===== src/idsc_params.svh =====
`ifndef IDSC_PARAMS_SVH
`define IDSC_PARAMS_SVH

// register offsets
`define IDSC_OFS_VENDOR_LOW 8'h01
`define IDSC_OFS_PRODUCT 8'h02
`define IDSC_OFS_REVISION 8'h03
`define IDSC_OFS_SERIAL 8'h04
`define IDSC_OFS_STRAP 8'h08

// strap capture field layout
`define IDSC_SEL_BIT 7
`define IDSC_CODE_HI 6
`define IDSC_CODE_LO 4
`define IDSC_RSVD_HI 3
`define IDSC_RSVD_LO 0

// reset values and constants
`define IDSC_BYTE_ZERO 8'h00
`define IDSC_CODE_ZERO 3'h0
`define IDSC_CODE_MAX 3'h5
`define IDSC_CODE_PIN3_BASE 3'h3
`define IDSC_CODE_LOW_FLOAT 3'h1
`define IDSC_CODE_LOW_HIGH 3'h2
`define IDSC_CODE_HIGH_FLOAT 3'h4
`define IDSC_PINS_ZERO 4'h0
`define IDSC_SETTLE_ZERO 2'h0
`define IDSC_RSVD_ZERO 4'h0
`define IDSC_LVL_LOW 2'h0
`define IDSC_LVL_FLOAT 2'h1
`define IDSC_LVL_HIGH 2'h2

// synchroniser depth, cycles to wait after reset release
`define IDSC_SETTLE_CYCLES 2'h2
`define IDSC_CNT_ONE 2'h1

`endif


===== src/idsc_pkg.sv =====
package idsc_pkg;

  typedef enum logic [0:0] {
    IDSC_CAP_WAIT,
    IDSC_CAP_DONE
  } idsc_cap_state_t;

  typedef enum logic [1:0] {
    IDSC_TRI_LOW,
    IDSC_TRI_FLOAT,
    IDSC_TRI_HIGH,
    IDSC_TRI_BAD
  } idsc_tri_level_t;

endpackage


===== src/idsc_id_strap.sv =====
// Decided for this implementation: the strobed register port.
`timescale 1ns/1ps
`default_nettype none
`include "idsc_params.svh"

module idsc_id_strap #(
  // arbitrary identity values
  parameter logic [7:0] VENDOR_CODE_LOW = 8'h5a,
  parameter logic [7:0] PRODUCT_CODE = 8'h7c,
  parameter logic [7:0] DIE_REVISION = 8'h0e
) (
  input wire logic clk_i,
  input wire logic rst_n_i,
  input wire logic [7:0] addr_i,
  input wire logic [7:0] wdata_i,
  input wire logic wr_i,
  input wire logic rd_i,
  output logic [7:0] rdata_o,
  input wire logic hard_soft_select_pin_i,
  input wire logic strap3_pin_i,
  input wire logic [1:0] strap2_level_i,
  input wire logic [7:0] nvm_serial_i,
  input wire logic nvm_serial_valid_i,
  output logic serial_loaded_o,
  output logic strap_captured_o
);

  // two-flop synchronisers for the pad levels
  logic [3:0] pin_meta_ff;
  logic [3:0] pin_sync_ff;
  logic [1:0] settle_ff;
  logic [1:0] nxt_settle;
  idsc_pkg::idsc_cap_state_t cap_state_ff;
  idsc_pkg::idsc_cap_state_t nxt_cap_state;
  logic select_ff;
  logic [2:0] pair_code_ff;
  logic [7:0] serial_ff;
  logic serial_loaded_ff;
  logic [7:0] rdata_ff;
  logic captured_ff;

  wire logic [3:0] pin_raw;
  wire logic sel_sync;
  wire logic pin3_sync;
  wire logic [1:0] pin2_sync;
  wire logic [2:0] pin2_code;
  wire logic [2:0] soft_code;
  wire logic capture_now;
  wire logic serial_load;
  wire logic [7:0] strap_byte;
  wire logic hit_vendor;
  wire logic hit_product;
  wire logic hit_revision;
  wire logic hit_serial;
  wire logic hit_strap;
  wire logic hit_any;
  wire logic [7:0] read_mux;
  wire logic [7:0] nxt_rdata;

  assign pin_raw = {hard_soft_select_pin_i, strap3_pin_i, strap2_level_i};

  always_ff @(posedge clk_i or negedge rst_n_i) begin
    if (!rst_n_i) begin
      pin_meta_ff <= `IDSC_PINS_ZERO;
      pin_sync_ff <= `IDSC_PINS_ZERO;
    end else begin
      pin_meta_ff <= pin_raw;
      pin_sync_ff <= pin_meta_ff;
    end
  end

  assign sel_sync = pin_sync_ff[3];
  assign pin3_sync = pin_sync_ff[2];
  assign pin2_sync = pin_sync_ff[1:0];

  // a bad comparator code is read as floating, the safe middle level
  assign pin2_code = (pin2_sync == `IDSC_LVL_LOW) ? `IDSC_CODE_ZERO :
                     (pin2_sync == `IDSC_LVL_HIGH) ? `IDSC_CODE_LOW_HIGH :
                     `IDSC_CODE_LOW_FLOAT;
  assign soft_code = pin3_sync ?
                     3'(`IDSC_CODE_PIN3_BASE + pin2_code) :
                     pin2_code;

  // straps are static around reset; wait for synchroniser to fill
  assign capture_now = (cap_state_ff == idsc_pkg::IDSC_CAP_WAIT) &&
                       (settle_ff == `IDSC_SETTLE_CYCLES);

  always_comb begin
    nxt_settle = settle_ff;
    nxt_cap_state = cap_state_ff;
    case (cap_state_ff)
      idsc_pkg::IDSC_CAP_WAIT: begin
        if (capture_now) begin
          nxt_cap_state = idsc_pkg::IDSC_CAP_DONE;
        end else begin
          nxt_settle = 2'(settle_ff + `IDSC_CNT_ONE);
        end
      end
      idsc_pkg::IDSC_CAP_DONE: begin
        nxt_cap_state = idsc_pkg::IDSC_CAP_DONE;
      end
      default: begin
        nxt_cap_state = idsc_pkg::IDSC_CAP_WAIT;
      end
    endcase
  end

  always_ff @(posedge clk_i or negedge rst_n_i) begin
    if (!rst_n_i) begin
      settle_ff <= `IDSC_SETTLE_ZERO;
      cap_state_ff <= idsc_pkg::IDSC_CAP_WAIT;
      captured_ff <= 1'b0;
    end else begin
      settle_ff <= nxt_settle;
      cap_state_ff <= nxt_cap_state;
      // own flop so the output is not a decode of the state
      captured_ff <= (nxt_cap_state == idsc_pkg::IDSC_CAP_DONE);
    end
  end

  // held until the next reset; no other path writes these
  always_ff @(posedge clk_i or negedge rst_n_i) begin
    if (!rst_n_i) begin
      select_ff <= 1'b0;
      pair_code_ff <= `IDSC_CODE_ZERO;
    end else if (capture_now) begin
      select_ff <= sel_sync;
      pair_code_ff <= sel_sync ? `IDSC_CODE_ZERO : soft_code;
    end
  end

  // serial only ever loaded once from nvm; bus writes never reach it
  assign serial_load = nvm_serial_valid_i && !serial_loaded_ff;

  always_ff @(posedge clk_i or negedge rst_n_i) begin
    if (!rst_n_i) begin
      serial_ff <= `IDSC_BYTE_ZERO;
      serial_loaded_ff <= 1'b0;
    end else if (serial_load) begin
      serial_ff <= nvm_serial_i;
      serial_loaded_ff <= 1'b1;
    end
  end

  assign strap_byte = {select_ff, pair_code_ff, `IDSC_RSVD_ZERO};

  assign hit_vendor = (addr_i == `IDSC_OFS_VENDOR_LOW);
  assign hit_product = (addr_i == `IDSC_OFS_PRODUCT);
  assign hit_revision = (addr_i == `IDSC_OFS_REVISION);
  assign hit_serial = (addr_i == `IDSC_OFS_SERIAL);
  assign hit_strap = (addr_i == `IDSC_OFS_STRAP);
  assign hit_any = hit_vendor || hit_product || hit_revision ||
                   hit_serial || hit_strap;

  // unmapped offsets read zero
  assign read_mux = hit_vendor ? VENDOR_CODE_LOW :
                    hit_product ? PRODUCT_CODE :
                    hit_revision ? DIE_REVISION :
                    hit_serial ? serial_ff :
                    hit_strap ? strap_byte :
                    `IDSC_BYTE_ZERO;
  // write data is accepted and dropped; the write strobe only blocks a read in the same cycle
  assign nxt_rdata = (rd_i && !wr_i) ? read_mux : `IDSC_BYTE_ZERO;

  always_ff @(posedge clk_i or negedge rst_n_i) begin
    if (!rst_n_i) begin
      rdata_ff <= `IDSC_BYTE_ZERO;
    end else begin
      rdata_ff <= nxt_rdata;
    end
  end

  assign rdata_o = rdata_ff;
  assign serial_loaded_o = serial_loaded_ff;
  assign strap_captured_o = captured_ff;
endmodule

`default_nettype wire


===== config.mk =====
export PLATFORM = sky130hd
export DESIGN_NAME = idsc_id_strap
export DESIGN_NICKNAME = d
export VERILOG_FILES = /design/src/idsc_pkg.sv /design/src/idsc_id_strap.sv
export VERILOG_INCLUDE_DIRS = /design/src
export SDC_FILE = /design/constraint.sdc
export NUM_CORES = 1
export LEC_CHECK = 0
export BUFFER_PORTS_ARGS = -buffer_cell sky130_fd_sc_hd__buf_2
export CAP_MARGIN = 15
export CORE_AREA = 2 2 57 59
export DETAILED_ROUTE_END_ITERATION = 7
export DIE_AREA = 0 0 59 61
export PLACE_DENSITY = 0.7
export SYNTH_ARGS = -nofsm -noshare
export SYNTH_HDL_FRONTEND = slang
export SYNTH_SLANG_ARGS = --single-unit

===== constraint.sdc =====
create_clock -name clk_i -period 1.22 [get_ports clk_i]
set_input_delay 0.122 -clock clk_i [delete_from_list [all_inputs] [get_ports clk_i]]
set_output_delay 0.122 -clock clk_i [all_outputs]
set_load 0.02 [all_outputs]

==> impl_results.html, run 1 <==
<table>
<tr><th>Metric</th><th>Value</th></tr>
<tr><th colspan="2">Worst setup path</th></tr>
<tr><td>Endpoint kind of the worst setup timing path</td><td>register</td></tr>
<tr><td>Worst Path Arrival</td><td>1.39 ns</td></tr>
<tr><td>Classification of the worst setup path</td><td>input port to register</td></tr>
<tr><td>Critical path required time</td><td>1.43 ns</td></tr>
<tr><td>Origin of the critical flop-to-flop path</td><td>settle_ff[0]$_DFFE_PN0P_</td></tr>
<tr><td>Startpoint of the worst setup timing path</td><td>nvm_serial_valid_i</td></tr>
<tr><td>Biggest fanout along the worst timing path</td><td>8</td></tr>
<tr><td>Type of element launching the critical path</td><td>input port</td></tr>
<tr><th colspan="2">Layout</th></tr>
<tr><td>Sequential cell area</td><td>801 um2</td></tr>
<tr><td>Final net count</td><td>182</td></tr>
<tr><td>Area of the multi-input gates</td><td>449 um2</td></tr>
<tr><td>Diode insertion count for antenna repair</td><td>0</td></tr>
<tr><td>Post-Route Utilization</td><td>57.0%</td></tr>
<tr><td>Fillers</td><td>260</td></tr>
<tr><td>Synth-to-layout area growth</td><td>35.0%</td></tr>
<tr><td>Fraction of layout cells with a size suffix above 1</td><td>43.6%</td></tr>
<tr><th colspan="2">Global route</th></tr>
<tr><td>Gr usage total</td><td>14.9%</td></tr>
<tr><td>Number of antenna violations at the first check in global routing</td><td>0</td></tr>
<tr><td>Maximum number of pins on one net before global-route repair</td><td>33</td></tr>
<tr><td>Number of global-route vias before repair</td><td>919</td></tr>
<tr><td>Global-route wire length before repair</td><td>3.84 mm</td></tr>
<tr><td>Grt total ovfl</td><td>0</td></tr>
<tr><th colspan="2">Yosys</th></tr>
<tr><td>Number of distinct library cell variants in the gate-level netlist after synthesis</td><td>29</td></tr>
<tr><td>Number of synthesized flops with an enable pin</td><td>0</td></tr>
<tr><td>Share of Yosys cell area claimed by the top area cell type</td><td>64.3%</td></tr>
<tr><td>Flip-flop and latch count after synthesis</td><td>32</td></tr>
<tr><td>Most frequent cells after synthesis</td><td>32 x sky130_fd_sc_hd__dfrtp_1, 8 x sky130_fd_sc_hd__mux2_2, 8 x sky130_fd_sc_hd__nand2_1, 6 x sky130_fd_sc_hd__nand3b_1, 4 x sky130_fd_sc_hd__xnor2_1</td></tr>
<tr><td>Most instantiated library cell after synthesis</td><td>sky130_fd_sc_hd__dfrtp_1</td></tr>
<tr><td>Mapped cell area</td><td>0.00125 mm2</td></tr>
<tr><td>Syn Inst Count</td><td>95</td></tr>
<tr><td>Cell type with the largest total area after synthesis</td><td>sky130_fd_sc_hd__dfrtp_1</td></tr>
<tr><td>Average footprint of a synthesized cell</td><td>13.1 um2</td></tr>
<tr><td>Sequential area share after synthesis</td><td>64.3%</td></tr>
<tr><td>Main synth FF type</td><td>sky130_fd_sc_hd__dfrtp_1</td></tr>
<tr><td>Number of warnings printed during yosys synthesis</td><td>0</td></tr>
<tr><td>Top cells by area, synth</td><td>sky130_fd_sc_hd__dfrtp_1 64%, sky130_fd_sc_hd__mux2_2 7.2%, sky130_fd_sc_hd__nand3b_1 3.6%</td></tr>
<tr><td>Share of async-settable or async-resettable flops after synthesis</td><td>100%</td></tr>
<tr><td>Net count of the mapped netlist</td><td>129</td></tr>
<tr><th colspan="2">Route</th></tr>
<tr><td>Total detailed-routing wirelength</td><td>2.28 mm</td></tr>
<tr><td>First drt pass iteration count</td><td>4</td></tr>
<tr><td>Mean number of vias per cell</td><td>4.93</td></tr>
<tr><td>Detailed-route via count</td><td>898</td></tr>
<tr><td>Routed WL per cell</td><td>12.5 um</td></tr>
<tr><td>Number of nets still failing antenna checks after routing</td><td>0</td></tr>
<tr><td>Number of violations reported at the end of detailed-routing iteration 0</td><td>27</td></tr>
<tr><td>DRC viols</td><td>0</td></tr>
<tr><th colspan="2">Clock network</th></tr>
<tr><td>Num Clock Sinks</td><td>32</td></tr>
<tr><td>CTS H-Tree Depth</td><td>2</td></tr>
<tr><td>Clock latency of the later-clocked register in the worst-skew pair</td><td>0.33 ns</td></tr>
<tr><td>CTS tree</td><td>yes</td></tr>
<tr><td>Clk root buf</td><td>sky130_fd_sc_hd__clkbuf_4</td></tr>
<tr><td>Clock buffers created by TritonCTS</td><td>5</td></tr>
<tr><td>Clock buffer depth</td><td>2</td></tr>
<tr><td>Clock edge transition at the registers on the reported setup and hold paths</td><td>0.10 ns</td></tr>
<tr><th colspan="2">Floorplan</th></tr>
<tr><td>Core Area</td><td>0.00295 mm2</td></tr>
<tr><td>Die height</td><td>61 um</td></tr>
<tr><td>Horizontal die dimension</td><td>59 um</td></tr>
<tr><td>Effective utilization at floorplan</td><td>42.2%</td></tr>
<tr><td>Number of rows created at floorplan</td><td>20</td></tr>
<tr><td>Area of the die</td><td>0.00360 mm2</td></tr>
<tr><td>IO Count</td><td>43</td></tr>
<tr><th colspan="2">Timing</th></tr>
<tr><td>Hold Vio Cnt, Final</td><td>0</td></tr>
<tr><td>Final Setup Violations</td><td>0</td></tr>
<tr><td>Fin crit share</td><td>96.5%</td></tr>
<tr><td>Max-slew violation count</td><td>0</td></tr>
<tr><td>Aggregate negative setup slack</td><td>0 ns</td></tr>
<tr><td>Unrepaired setup endpoints after global routing</td><td>no</td></tr>
<tr><td>Tmin final</td><td>1.18 ns</td></tr>
<tr><td>Relative slew margins</td><td>74.5%</td></tr>
<tr><td>Least-Margin Pin Slew</td><td>0.383 ns</td></tr>
<tr><td>Max Freq</td><td>849 MHz</td></tr>
<tr><td>Clk_skew</td><td>0.00508 ns</td></tr>
<tr><th colspan="2">Hold path</th></tr>
<tr><td>Worst hold path startpoint</td><td>nvm_serial_i[0]</td></tr>
<tr><td>Path type of the worst min-delay path</td><td>input port to register</td></tr>
<tr><th colspan="2">Place</th></tr>
<tr><td>Port Buffer Count</td><td>34</td></tr>
<tr><td>Global placement routability congestion</td><td>0.702</td></tr>
<tr><td>Final HPWL DP</td><td>1.65 mm</td></tr>
<tr><th colspan="2">Run</th></tr>
<tr><td>Max-capacitance violation count</td><td>0</td></tr>
<tr><th colspan="2">Power and ir drop</th></tr>
<tr><td>Static Leakage</td><td>0.783 nW</td></tr>
<tr><td>Power density cells</td><td>1250 mW/mm2</td></tr>
<tr><td>Largest vdd supply drop</td><td>0.000913 V</td></tr>
<tr><th colspan="2">Outcome</th></tr>
<tr><td>Result of the run</td><td>complete, no violations</td></tr>
</table>
[power breakdown]
group / internal [mW] / switching (mW)
Sequential: 1.11 / 0.0307
Clock: 0.427 / 0.357
Combinational: 0.101 / 0.0774
[through the flow]
stage	setup slack, ns	hold slack [ns]	cells	instance area [um2]	power (mW)
finish	0.0421	0.0203	182	1680	2.10
global route	0.00463	0.00891	182	1680	2.20
floorplan	0.0207	-0.174	95	1250	1.23
detailed placement	0.0204	0.161	167	1510	1.32
CTS	0.000302	0.00261	182	1660	2.13
global placement	0.0376	0.149	167	1510	1.31
[worst paths after layout]
kind,end,slack [ns],depth (start not counted)
setup / recovery,serial_ff[3]$_DFFE_PN0P_,0.04,5
hold / removal,serial_ff[0]$_DFFE_PN0P_,0.02,2
setup reg to reg,settle_ff[0]$_DFFE_PN0P_,0.08,4
hold reg to reg,pin_sync_ff[1]$_DFF_PN0_,0.36,0
max in group asynchronous,pair_code_ff[2]$_DFFE_PN0P_,0.61,3
min in group asynchronous,rdata_o[1]$_DFF_PN0_,0.33,3
[layer usage]
metal / GRT usage, % / vias to the layer above / part of all wire, %
li1: - / 436 / -
met1: 15.8 / 427 / 39
met2: 27.0 / 31 / 53
met3: 5.97 / 4 / 6.5
met4: 4.87 / 0 / 1.1
met5: 0 / - / 0
[layout make-up]
type | instances | share of cell area (%)
Sequential cell | 32 | 47.6
Multi-Input combinational cell | 58 | 26.7
Timing Repair Buffer | 50 | 18.3
Clock inverter | 3 | 2.53
Tap cell | 33 | 2.45
Clock buffer | 5 | 2.23
Inverter | 1 | 0.223
[registers in the layout, indices dropped and copies added, names as in the netlist]
name / flops
rdata_o: 8
serial_ff: 8
serial_loaded_o: 1
select_ff: 1
pair_code_ff: 3
strap_captured_o: 1
pin_sync_ff: 4
settle_ff: 2
pin_meta_ff: 4
[worst max-delay path: stages]
cell                            delay [ns]
sky130_fd_sc_hd__dlygate4sd3_1        0.53
sky130_fd_sc_hd__buf_2                0.12
sky130_fd_sc_hd__nor2b_2              0.14
sky130_fd_sc_hd__buf_4                0.16
sky130_fd_sc_hd__mux2_1               0.32
[placed cells by master, fill, tap and decap left out, drive strengths merged]
master	n
o21ai	3
and2b	1
xnor2	4
o41ai	1
nand2b	2
nor4	1
nand2	8
buf	43
nor3b	1
bufinv	1
nand3b	6
or2	2
clkinvlp	1
a2111oi	1
clkinv	1
clkbuf	5
o31ai	1
dlygate4sd3	7
dfrtp	32
nor2b	3
a211oi	2
nor2	1
inv	1
a21o	1
or3	1
a31oi	3
ha	1
mux2	10
nand3	2
nor3	3
[what timing repair did]
action | 4_1_cts | 5_1_grt
resized for setup | 0 | 5
setup endpoints to repair | 0 | 11
hold endpoints to repair | 38 | 0
hold buffers | 7 | 0
buffers inserted | 0 | 0
[cells by family after synthesis]
kind of cell | Yosys count | synth area share (%)
AO/OA/AOI/OAI | 12 | 6.63
XOR/XNOR | 4 | 2.81
adder cells (fa/ha/maj) | 1 | 1.00
buffers and inverters | 5 | 1.81
flip-flops | 32 | 64.3
multiplexers | 10 | 9.04
AND/OR/NAND/NOR | 31 | 14.5
Power figures use the tool's default switching activity.
==> inputs of run 2 (changes only) <==
--- a/config.mk
+++ b/config.mk
@@ -6,11 +6,12 @@
 export SDC_FILE = /design/constraint.sdc
 export NUM_CORES = 1
 export LEC_CHECK = 0
+export ABC_AREA = 1
 export BUFFER_PORTS_ARGS = -buffer_cell sky130_fd_sc_hd__buf_2
 export CAP_MARGIN = 15
-export CORE_AREA = 2 2 57 59
+export CORE_AREA = 2 2 59 61
 export DETAILED_ROUTE_END_ITERATION = 7
-export DIE_AREA = 0 0 59 61
+export DIE_AREA = 0 0 61 63
 export PLACE_DENSITY = 0.7
 export SYNTH_ARGS = -nofsm -noshare
 export SYNTH_HDL_FRONTEND = slang
==> run 2 against run 1 <==
Effect of this change:
- die area rose by 6.8%
- critical path type is now register to register
- cell count rose by 25%
- sequential share of layout area fell by 3.4 points
- synthesized cell count rose by 33%
- clock-buffer cell count rose by 1
- area after synthesis rose by 8.1%
- highest routed layer unchanged
- critical path depth rose by 3
- core utilization fell by 0.89 points
- maximum frequency fell by 2.0%
- critical endpoint is now pair_code_ff[0]$_DFFE_PN0P_
- first-iteration DRC count fell by 11%
- total power fell by 4.2%
- non-clock buffer count fell by 2
==> impl_results.html, run 2 <==
<table>
<tr><th>Metric</th><th>Value</th></tr>
<tr><th colspan="2">Layout</th></tr>
<tr><td>Fraction of layout cells with a size suffix above 1</td><td>44.5% (was 43.6%)</td></tr>
<tr><td>Post-Route Utilization</td><td>56.1% (was 57.0%)</td></tr>
<tr><td>Diode insertion count for antenna repair</td><td>0 (unchanged)</td></tr>
<tr><td>Top library cells by usage in the layout, fill and taps aside</td><td>34 x sky130_fd_sc_hd__buf_2, 32 x sky130_fd_sc_hd__dfrtp_1, 16 x sky130_fd_sc_hd__nand2_1 (was 34 x sky130_fd_sc_hd__buf_2, 32 x sky130_fd_sc_hd__dfrtp_1, 9 x sky130_fd_sc_hd__buf_4)</td></tr>
<tr><td>Final net count</td><td>215 (was 182)</td></tr>
<tr><td>Final Cell Area</td><td>0.00181 mm2 (was 0.00168 mm2)</td></tr>
<tr><td>Fillers</td><td>294 (was 260)</td></tr>
<tr><td>Most frequent standard cell in the layout excluding fill and tap cells</td><td>sky130_fd_sc_hd__buf_2 (unchanged)</td></tr>
<tr><td>Synth-to-layout area growth</td><td>34.5% (was 35.0%)</td></tr>
<tr><td>Area of the multi-input gates</td><td>507 um2 (was 449 um2)</td></tr>
<tr><td>Sequential cell area</td><td>801 um2 (unchanged)</td></tr>
<tr><th colspan="2">Hold path</th></tr>
<tr><td>Path type of the worst min-delay path</td><td>input port to register (unchanged)</td></tr>
<tr><td>Worst Hold Depth</td><td>2 (unchanged)</td></tr>
<tr><td>Worst-case hold path end point</td><td>serial_ff[2]$_DFFE_PN0P_ (was serial_ff[0]$_DFFE_PN0P_)</td></tr>
<tr><td>Worst hold path startpoint</td><td>nvm_serial_i[2] (was nvm_serial_i[0])</td></tr>
<tr><th colspan="2">Yosys</th></tr>
<tr><td>Mapped cell area</td><td>0.00135 mm2 (was 0.00125 mm2)</td></tr>
<tr><td>Number of warnings printed during yosys synthesis</td><td>0 (unchanged)</td></tr>
<tr><td>Sequential area share after synthesis</td><td>59.4% (was 64.3%)</td></tr>
<tr><td>Share of Yosys cell area claimed by the top area cell type</td><td>59.4% (was 64.3%)</td></tr>
<tr><td>Cell type with the largest total area after synthesis</td><td>sky130_fd_sc_hd__dfrtp_1 (unchanged)</td></tr>
<tr><td>Most instantiated library cell after synthesis</td><td>sky130_fd_sc_hd__dfrtp_1 (unchanged)</td></tr>
<tr><td>Top cells by area, synth</td><td>sky130_fd_sc_hd__dfrtp_1 59%, sky130_fd_sc_hd__mux2_2 5.8%, sky130_fd_sc_hd__nand2_1 4.7% (was sky130_fd_sc_hd__dfrtp_1 64%, sky130_fd_sc_hd__mux2_2 7.2%, sky130_fd_sc_hd__nand3b_1 3.6%)</td></tr>
<tr><td>Main synth FF type</td><td>sky130_fd_sc_hd__dfrtp_1 (unchanged)</td></tr>
<tr><td>Syn Inst Count</td><td>126 (was 95)</td></tr>
<tr><td>Number of distinct library cell variants in the gate-level netlist after synthesis</td><td>22 (was 29)</td></tr>
<tr><td>Number of synthesized flops with an enable pin</td><td>0 (unchanged)</td></tr>
<tr><td>Net count of the mapped netlist</td><td>160 (was 129)</td></tr>
<tr><td>Average footprint of a synthesized cell</td><td>10.7 um2 (was 13.1 um2)</td></tr>
<tr><td>Most frequent cells after synthesis</td><td>32 x sky130_fd_sc_hd__dfrtp_1, 17 x sky130_fd_sc_hd__nand2_1, 15 x sky130_fd_sc_hd__inv_1, 15 x sky130_fd_sc_hd__nor2_1, 7 x sky130_fd_sc_hd__mux2_2 (was 32 x sky130_fd_sc_hd__dfrtp_1, 8 x sky130_fd_sc_hd__mux2_2, 8 x sky130_fd_sc_hd__nand2_1, 6 x sky130_fd_sc_hd__nand3b_1, 4 x sky130_fd_sc_hd__xnor2_1)</td></tr>
<tr><td>Share of async-settable or async-resettable flops after synthesis</td><td>100% (unchanged)</td></tr>
<tr><td>Flip-flop and latch count after synthesis</td><td>32 (unchanged)</td></tr>
<tr><th colspan="2">Worst setup path</th></tr>
<tr><td>Critical path required time</td><td>1.49 ns (was 1.43 ns)</td></tr>
<tr><td>Destination of the worst register-to-register timing path</td><td>pair_code_ff[0]$_DFFE_PN0P_ (was settle_ff[0]$_DFFE_PN0P_)</td></tr>
<tr><td>Origin of the critical flop-to-flop path</td><td>settle_ff[0]$_DFFE_PN0P_ (unchanged)</td></tr>
<tr><td>Endpoint kind of the worst setup timing path</td><td>register (unchanged)</td></tr>
<tr><td>Biggest fanout along the worst timing path</td><td>3 (was 8)</td></tr>
<tr><td>Reg-to-reg slack, setup</td><td>0.02 ns (was 0.08 ns)</td></tr>
<tr><td>Classification of the worst setup path</td><td>register to register (was input port to register)</td></tr>
<tr><td>Worst Path Arrival</td><td>1.47 ns (was 1.39 ns)</td></tr>
<tr><td>Logic depth of the worst register-to-register path</td><td>8 (was 4)</td></tr>
<tr><td>Type of element launching the critical path</td><td>register (was input port)</td></tr>
<tr><th colspan="2">Route</th></tr>
<tr><td>Wire length on met3</td><td>140 um (was 148 um)</td></tr>
<tr><td>Routed WL per cell</td><td>10.6 um (was 12.5 um)</td></tr>
<tr><td>Detailed-route via count</td><td>1017 (was 898)</td></tr>
<tr><td>Number of nets still failing antenna checks after routing</td><td>0 (unchanged)</td></tr>
<tr><td>Met1 WL</td><td>900 um (was 898 um)</td></tr>
<tr><td>Total detailed-routing wirelength</td><td>2.41 mm (was 2.28 mm)</td></tr>
<tr><td>DRC viols</td><td>0 (unchanged)</td></tr>
<tr><td>Mean number of vias per cell</td><td>4.46 (was 4.93)</td></tr>
<tr><td>Top routing layer in use</td><td>met4 (unchanged)</td></tr>
<tr><td>Routed wire length on met2</td><td>1.31 mm (was 1.20 mm)</td></tr>
<tr><td>First drt pass iteration count</td><td>4 (unchanged)</td></tr>
<tr><td>Number of violations reported at the end of detailed-routing iteration 0</td><td>24 (was 27)</td></tr>
<tr><th colspan="2">Floorplan</th></tr>
<tr><td>IO Count</td><td>43 (unchanged)</td></tr>
<tr><td>Die height</td><td>63 um (was 61 um)</td></tr>
<tr><td>Area of the die</td><td>0.00384 mm2 (was 0.00360 mm2)</td></tr>
<tr><td>Core Area</td><td>0.00323 mm2 (was 0.00295 mm2)</td></tr>
<tr><td>Number of rows created at floorplan</td><td>21 (was 20)</td></tr>
<tr><td>Horizontal die dimension</td><td>61 um (was 59 um)</td></tr>
<tr><td>Effective utilization at floorplan</td><td>41.7% (was 42.2%)</td></tr>
<tr><th colspan="2">Power and ir drop</th></tr>
<tr><td>Largest vdd supply drop</td><td>0.000664 V (was 0.000913 V)</td></tr>
<tr><td>Static Leakage</td><td>0.977 nW (was 0.783 nW)</td></tr>
<tr><td>Power density cells</td><td>1110 mW/mm2 (was 1250 mW/mm2)</td></tr>
<tr><th colspan="2">Timing</th></tr>
<tr><td>Tmin final</td><td>1.20 ns (was 1.18 ns)</td></tr>
<tr><td>Hold Vio Cnt, Final</td><td>0 (unchanged)</td></tr>
<tr><td>Hold_ws</td><td>0.0167 ns (was 0.0203 ns)</td></tr>
<tr><td>Unrepaired setup endpoints after global routing</td><td>yes (was no)</td></tr>
<tr><td>Max-slew violation count</td><td>0 (unchanged)</td></tr>
<tr><td>Aggregate negative setup slack</td><td>0 ns (unchanged)</td></tr>
<tr><td>Least-Margin Pin Slew</td><td>0.410 ns (was 0.383 ns)</td></tr>
<tr><td>Fin crit share</td><td>98.5% (was 96.5%)</td></tr>
<tr><td>Final Setup Violations</td><td>0 (unchanged)</td></tr>
<tr><td>Max Freq</td><td>832 MHz (was 849 MHz)</td></tr>
<tr><td>Clk_skew</td><td>0.00580 ns (was 0.00508 ns)</td></tr>
<tr><td>Relative slew margins</td><td>72.7% (was 74.5%)</td></tr>
<tr><th colspan="2">Place</th></tr>
<tr><td>Area after DPL</td><td>0.00163 mm2 (was 0.00151 mm2)</td></tr>
<tr><td>Port Buffer Count</td><td>34 (unchanged)</td></tr>
<tr><td>Final HPWL DP</td><td>1.80 mm (was 1.65 mm)</td></tr>
<tr><td>Global placement routability congestion</td><td>0.761 (was 0.702)</td></tr>
<tr><th colspan="2">Clock network</th></tr>
<tr><td>Clock edge transition at the registers on the reported setup and hold paths</td><td>0.09 ns (was 0.10 ns)</td></tr>
<tr><td>Clk root buf</td><td>sky130_fd_sc_hd__clkbuf_4 (unchanged)</td></tr>
<tr><td>Clock buffer depth</td><td>2 (unchanged)</td></tr>
<tr><td>Clock buffers created by TritonCTS</td><td>5 (unchanged)</td></tr>
<tr><td>Num Clock Sinks</td><td>32 (unchanged)</td></tr>
<tr><td>Clock latency of the later-clocked register in the worst-skew pair</td><td>0.33 ns (about the same)</td></tr>
<tr><td>CTS H-Tree Depth</td><td>2 (unchanged)</td></tr>
<tr><td>CTS tree</td><td>yes (unchanged)</td></tr>
<tr><th colspan="2">Outcome</th></tr>
<tr><td>Result of the run</td><td>complete, no violations (unchanged)</td></tr>
<tr><th colspan="2">Global route</th></tr>
<tr><td>Number of antenna violations at the first check in global routing</td><td>0 (unchanged)</td></tr>
<tr><td>Grt total ovfl</td><td>0 (unchanged)</td></tr>
<tr><td>Gr usage total</td><td>14.8% (was 14.9%)</td></tr>
<tr><td>Global-route wire length before repair</td><td>4.04 mm (was 3.84 mm)</td></tr>
<tr><td>Maximum number of pins on one net before global-route repair</td><td>18 (was 33)</td></tr>
<tr><td>Number of global-route vias before repair</td><td>1016 (was 919)</td></tr>
<tr><th colspan="2">Run</th></tr>
<tr><td>Max-capacitance violation count</td><td>0 (unchanged)</td></tr>
</table>
## run 2: changes by cell type after synthesis, moves of 5 or more
cell                       previous run  this run
sky130_fd_sc_hd__nor2_1               1        15
sky130_fd_sc_hd__nand2_1              8        17
sky130_fd_sc_hd__nor2_2               0         6
sky130_fd_sc_hd__nand3b_1             6         0
sky130_fd_sc_hd__inv_1                1        15
sky130_fd_sc_hd__a21oi_1              0         5
## run 2: stage by stage
stage | cells | setup slack, ns | total power, mW
2_1_floorplan | 126 | 0.000799 | 1.16
3_3_place_gp | 211 | 0.0117 | 1.24
3_5_place_dp | 211 | -0.113 | 1.24
4_1_cts | 224 | -0.00872 | 2.03
5_1_grt | 228 | -0.0823 | 2.12
6_report | 228 | 0.0178 | 2.02
## run 2: area by class of cell
cell class	count	share of cell area, %
multi-input cells	77	28.0
repair buffers	48	17.0
clock inverters	2	1.93
well taps	46	3.17
flip-flops and latches	32	44.2
clock buffers	6	2.28
inverters	17	3.52
## run 2: metal layers
layer  global-route usage, %  vias up
met4                    7.34        0
met3                    6.83        6
met1                    13.9      472
met5                       0        -
li1                        -      512
met2                    25.9       27
## run 2: where the power goes
part           internal (mW)  switching (mW)  leakage (nW)
Clock                  0.429           0.343        0.0422
Sequential              1.08          0.0114         0.403
Combinational         0.0708          0.0804         0.532
## run 2: how the worst max path moves through the flow
stage / startpoint / end / slack [ns] / cells past startpoint
after global routing: settle_ff[0]$_DFFE_PN0P_ / pair_code_ff[0]$_DFFE_PN0P_ / -0.08 / 8
final: settle_ff[0]$_DFFE_PN0P_ / pair_code_ff[0]$_DFFE_PN0P_ / 0.02 / 8
after floorplan: serial_loaded_o$_DFFE_PN0P_ / serial_ff[0]$_DFFE_PN0P_ / 0.0008 / 3
after global placement: settle_ff[0]$_DFFE_PN0P_ / pair_code_ff[0]$_DFFE_PN0P_ / 0.01 / 8
after detailed placement: settle_ff[0]$_DFFE_PN0P_ / pair_code_ff[0]$_DFFE_PN0P_ / -0.11 / 8
after CTS: settle_ff[0]$_DFFE_PN0P_ / pair_code_ff[0]$_DFFE_PN0P_ / -0.009 / 8
## run 2: critical path, cell delays in order, from the launching register on
cell and delay [ns]:
sky130_fd_sc_hd__dfrtp_1 0.39, sky130_fd_sc_hd__inv_1 0.06, sky130_fd_sc_hd__ha_2 0.18, sky130_fd_sc_hd__inv_2 0.04, sky130_fd_sc_hd__nor2_4 0.10, sky130_fd_sc_hd__inv_2 0.06, sky130_fd_sc_hd__nor2_4 0.13, sky130_fd_sc_hd__inv_2 0.05
sky130_fd_sc_hd__o21ai_2 0.12
## run 2: logic make-up after synthesis
| family | share of synthesized area, % |
|---|---|
| simple gates | 22.7 |
| fa+ha+maj | 0.928 |
| buf+inv | 4.74 |
| compound gates | 5.01 |
| xor+xnor | 1.30 |
| mux | 5.85 |
| flops | 59.4 |
## run 2: what timing repair did
| action | CTS | global route |
|---|---|---|
| resized for setup | 4 | 7 |
| setup buffers | 0 | 1 |
| hold buffers | 5 | 3 |
| endpoints found under the hold margin | 20 | 3 |
| pin swaps | 0 | 4 |
| gates cloned | 0 | 0 |
| setup endpoints to repair | 4 | 5 |
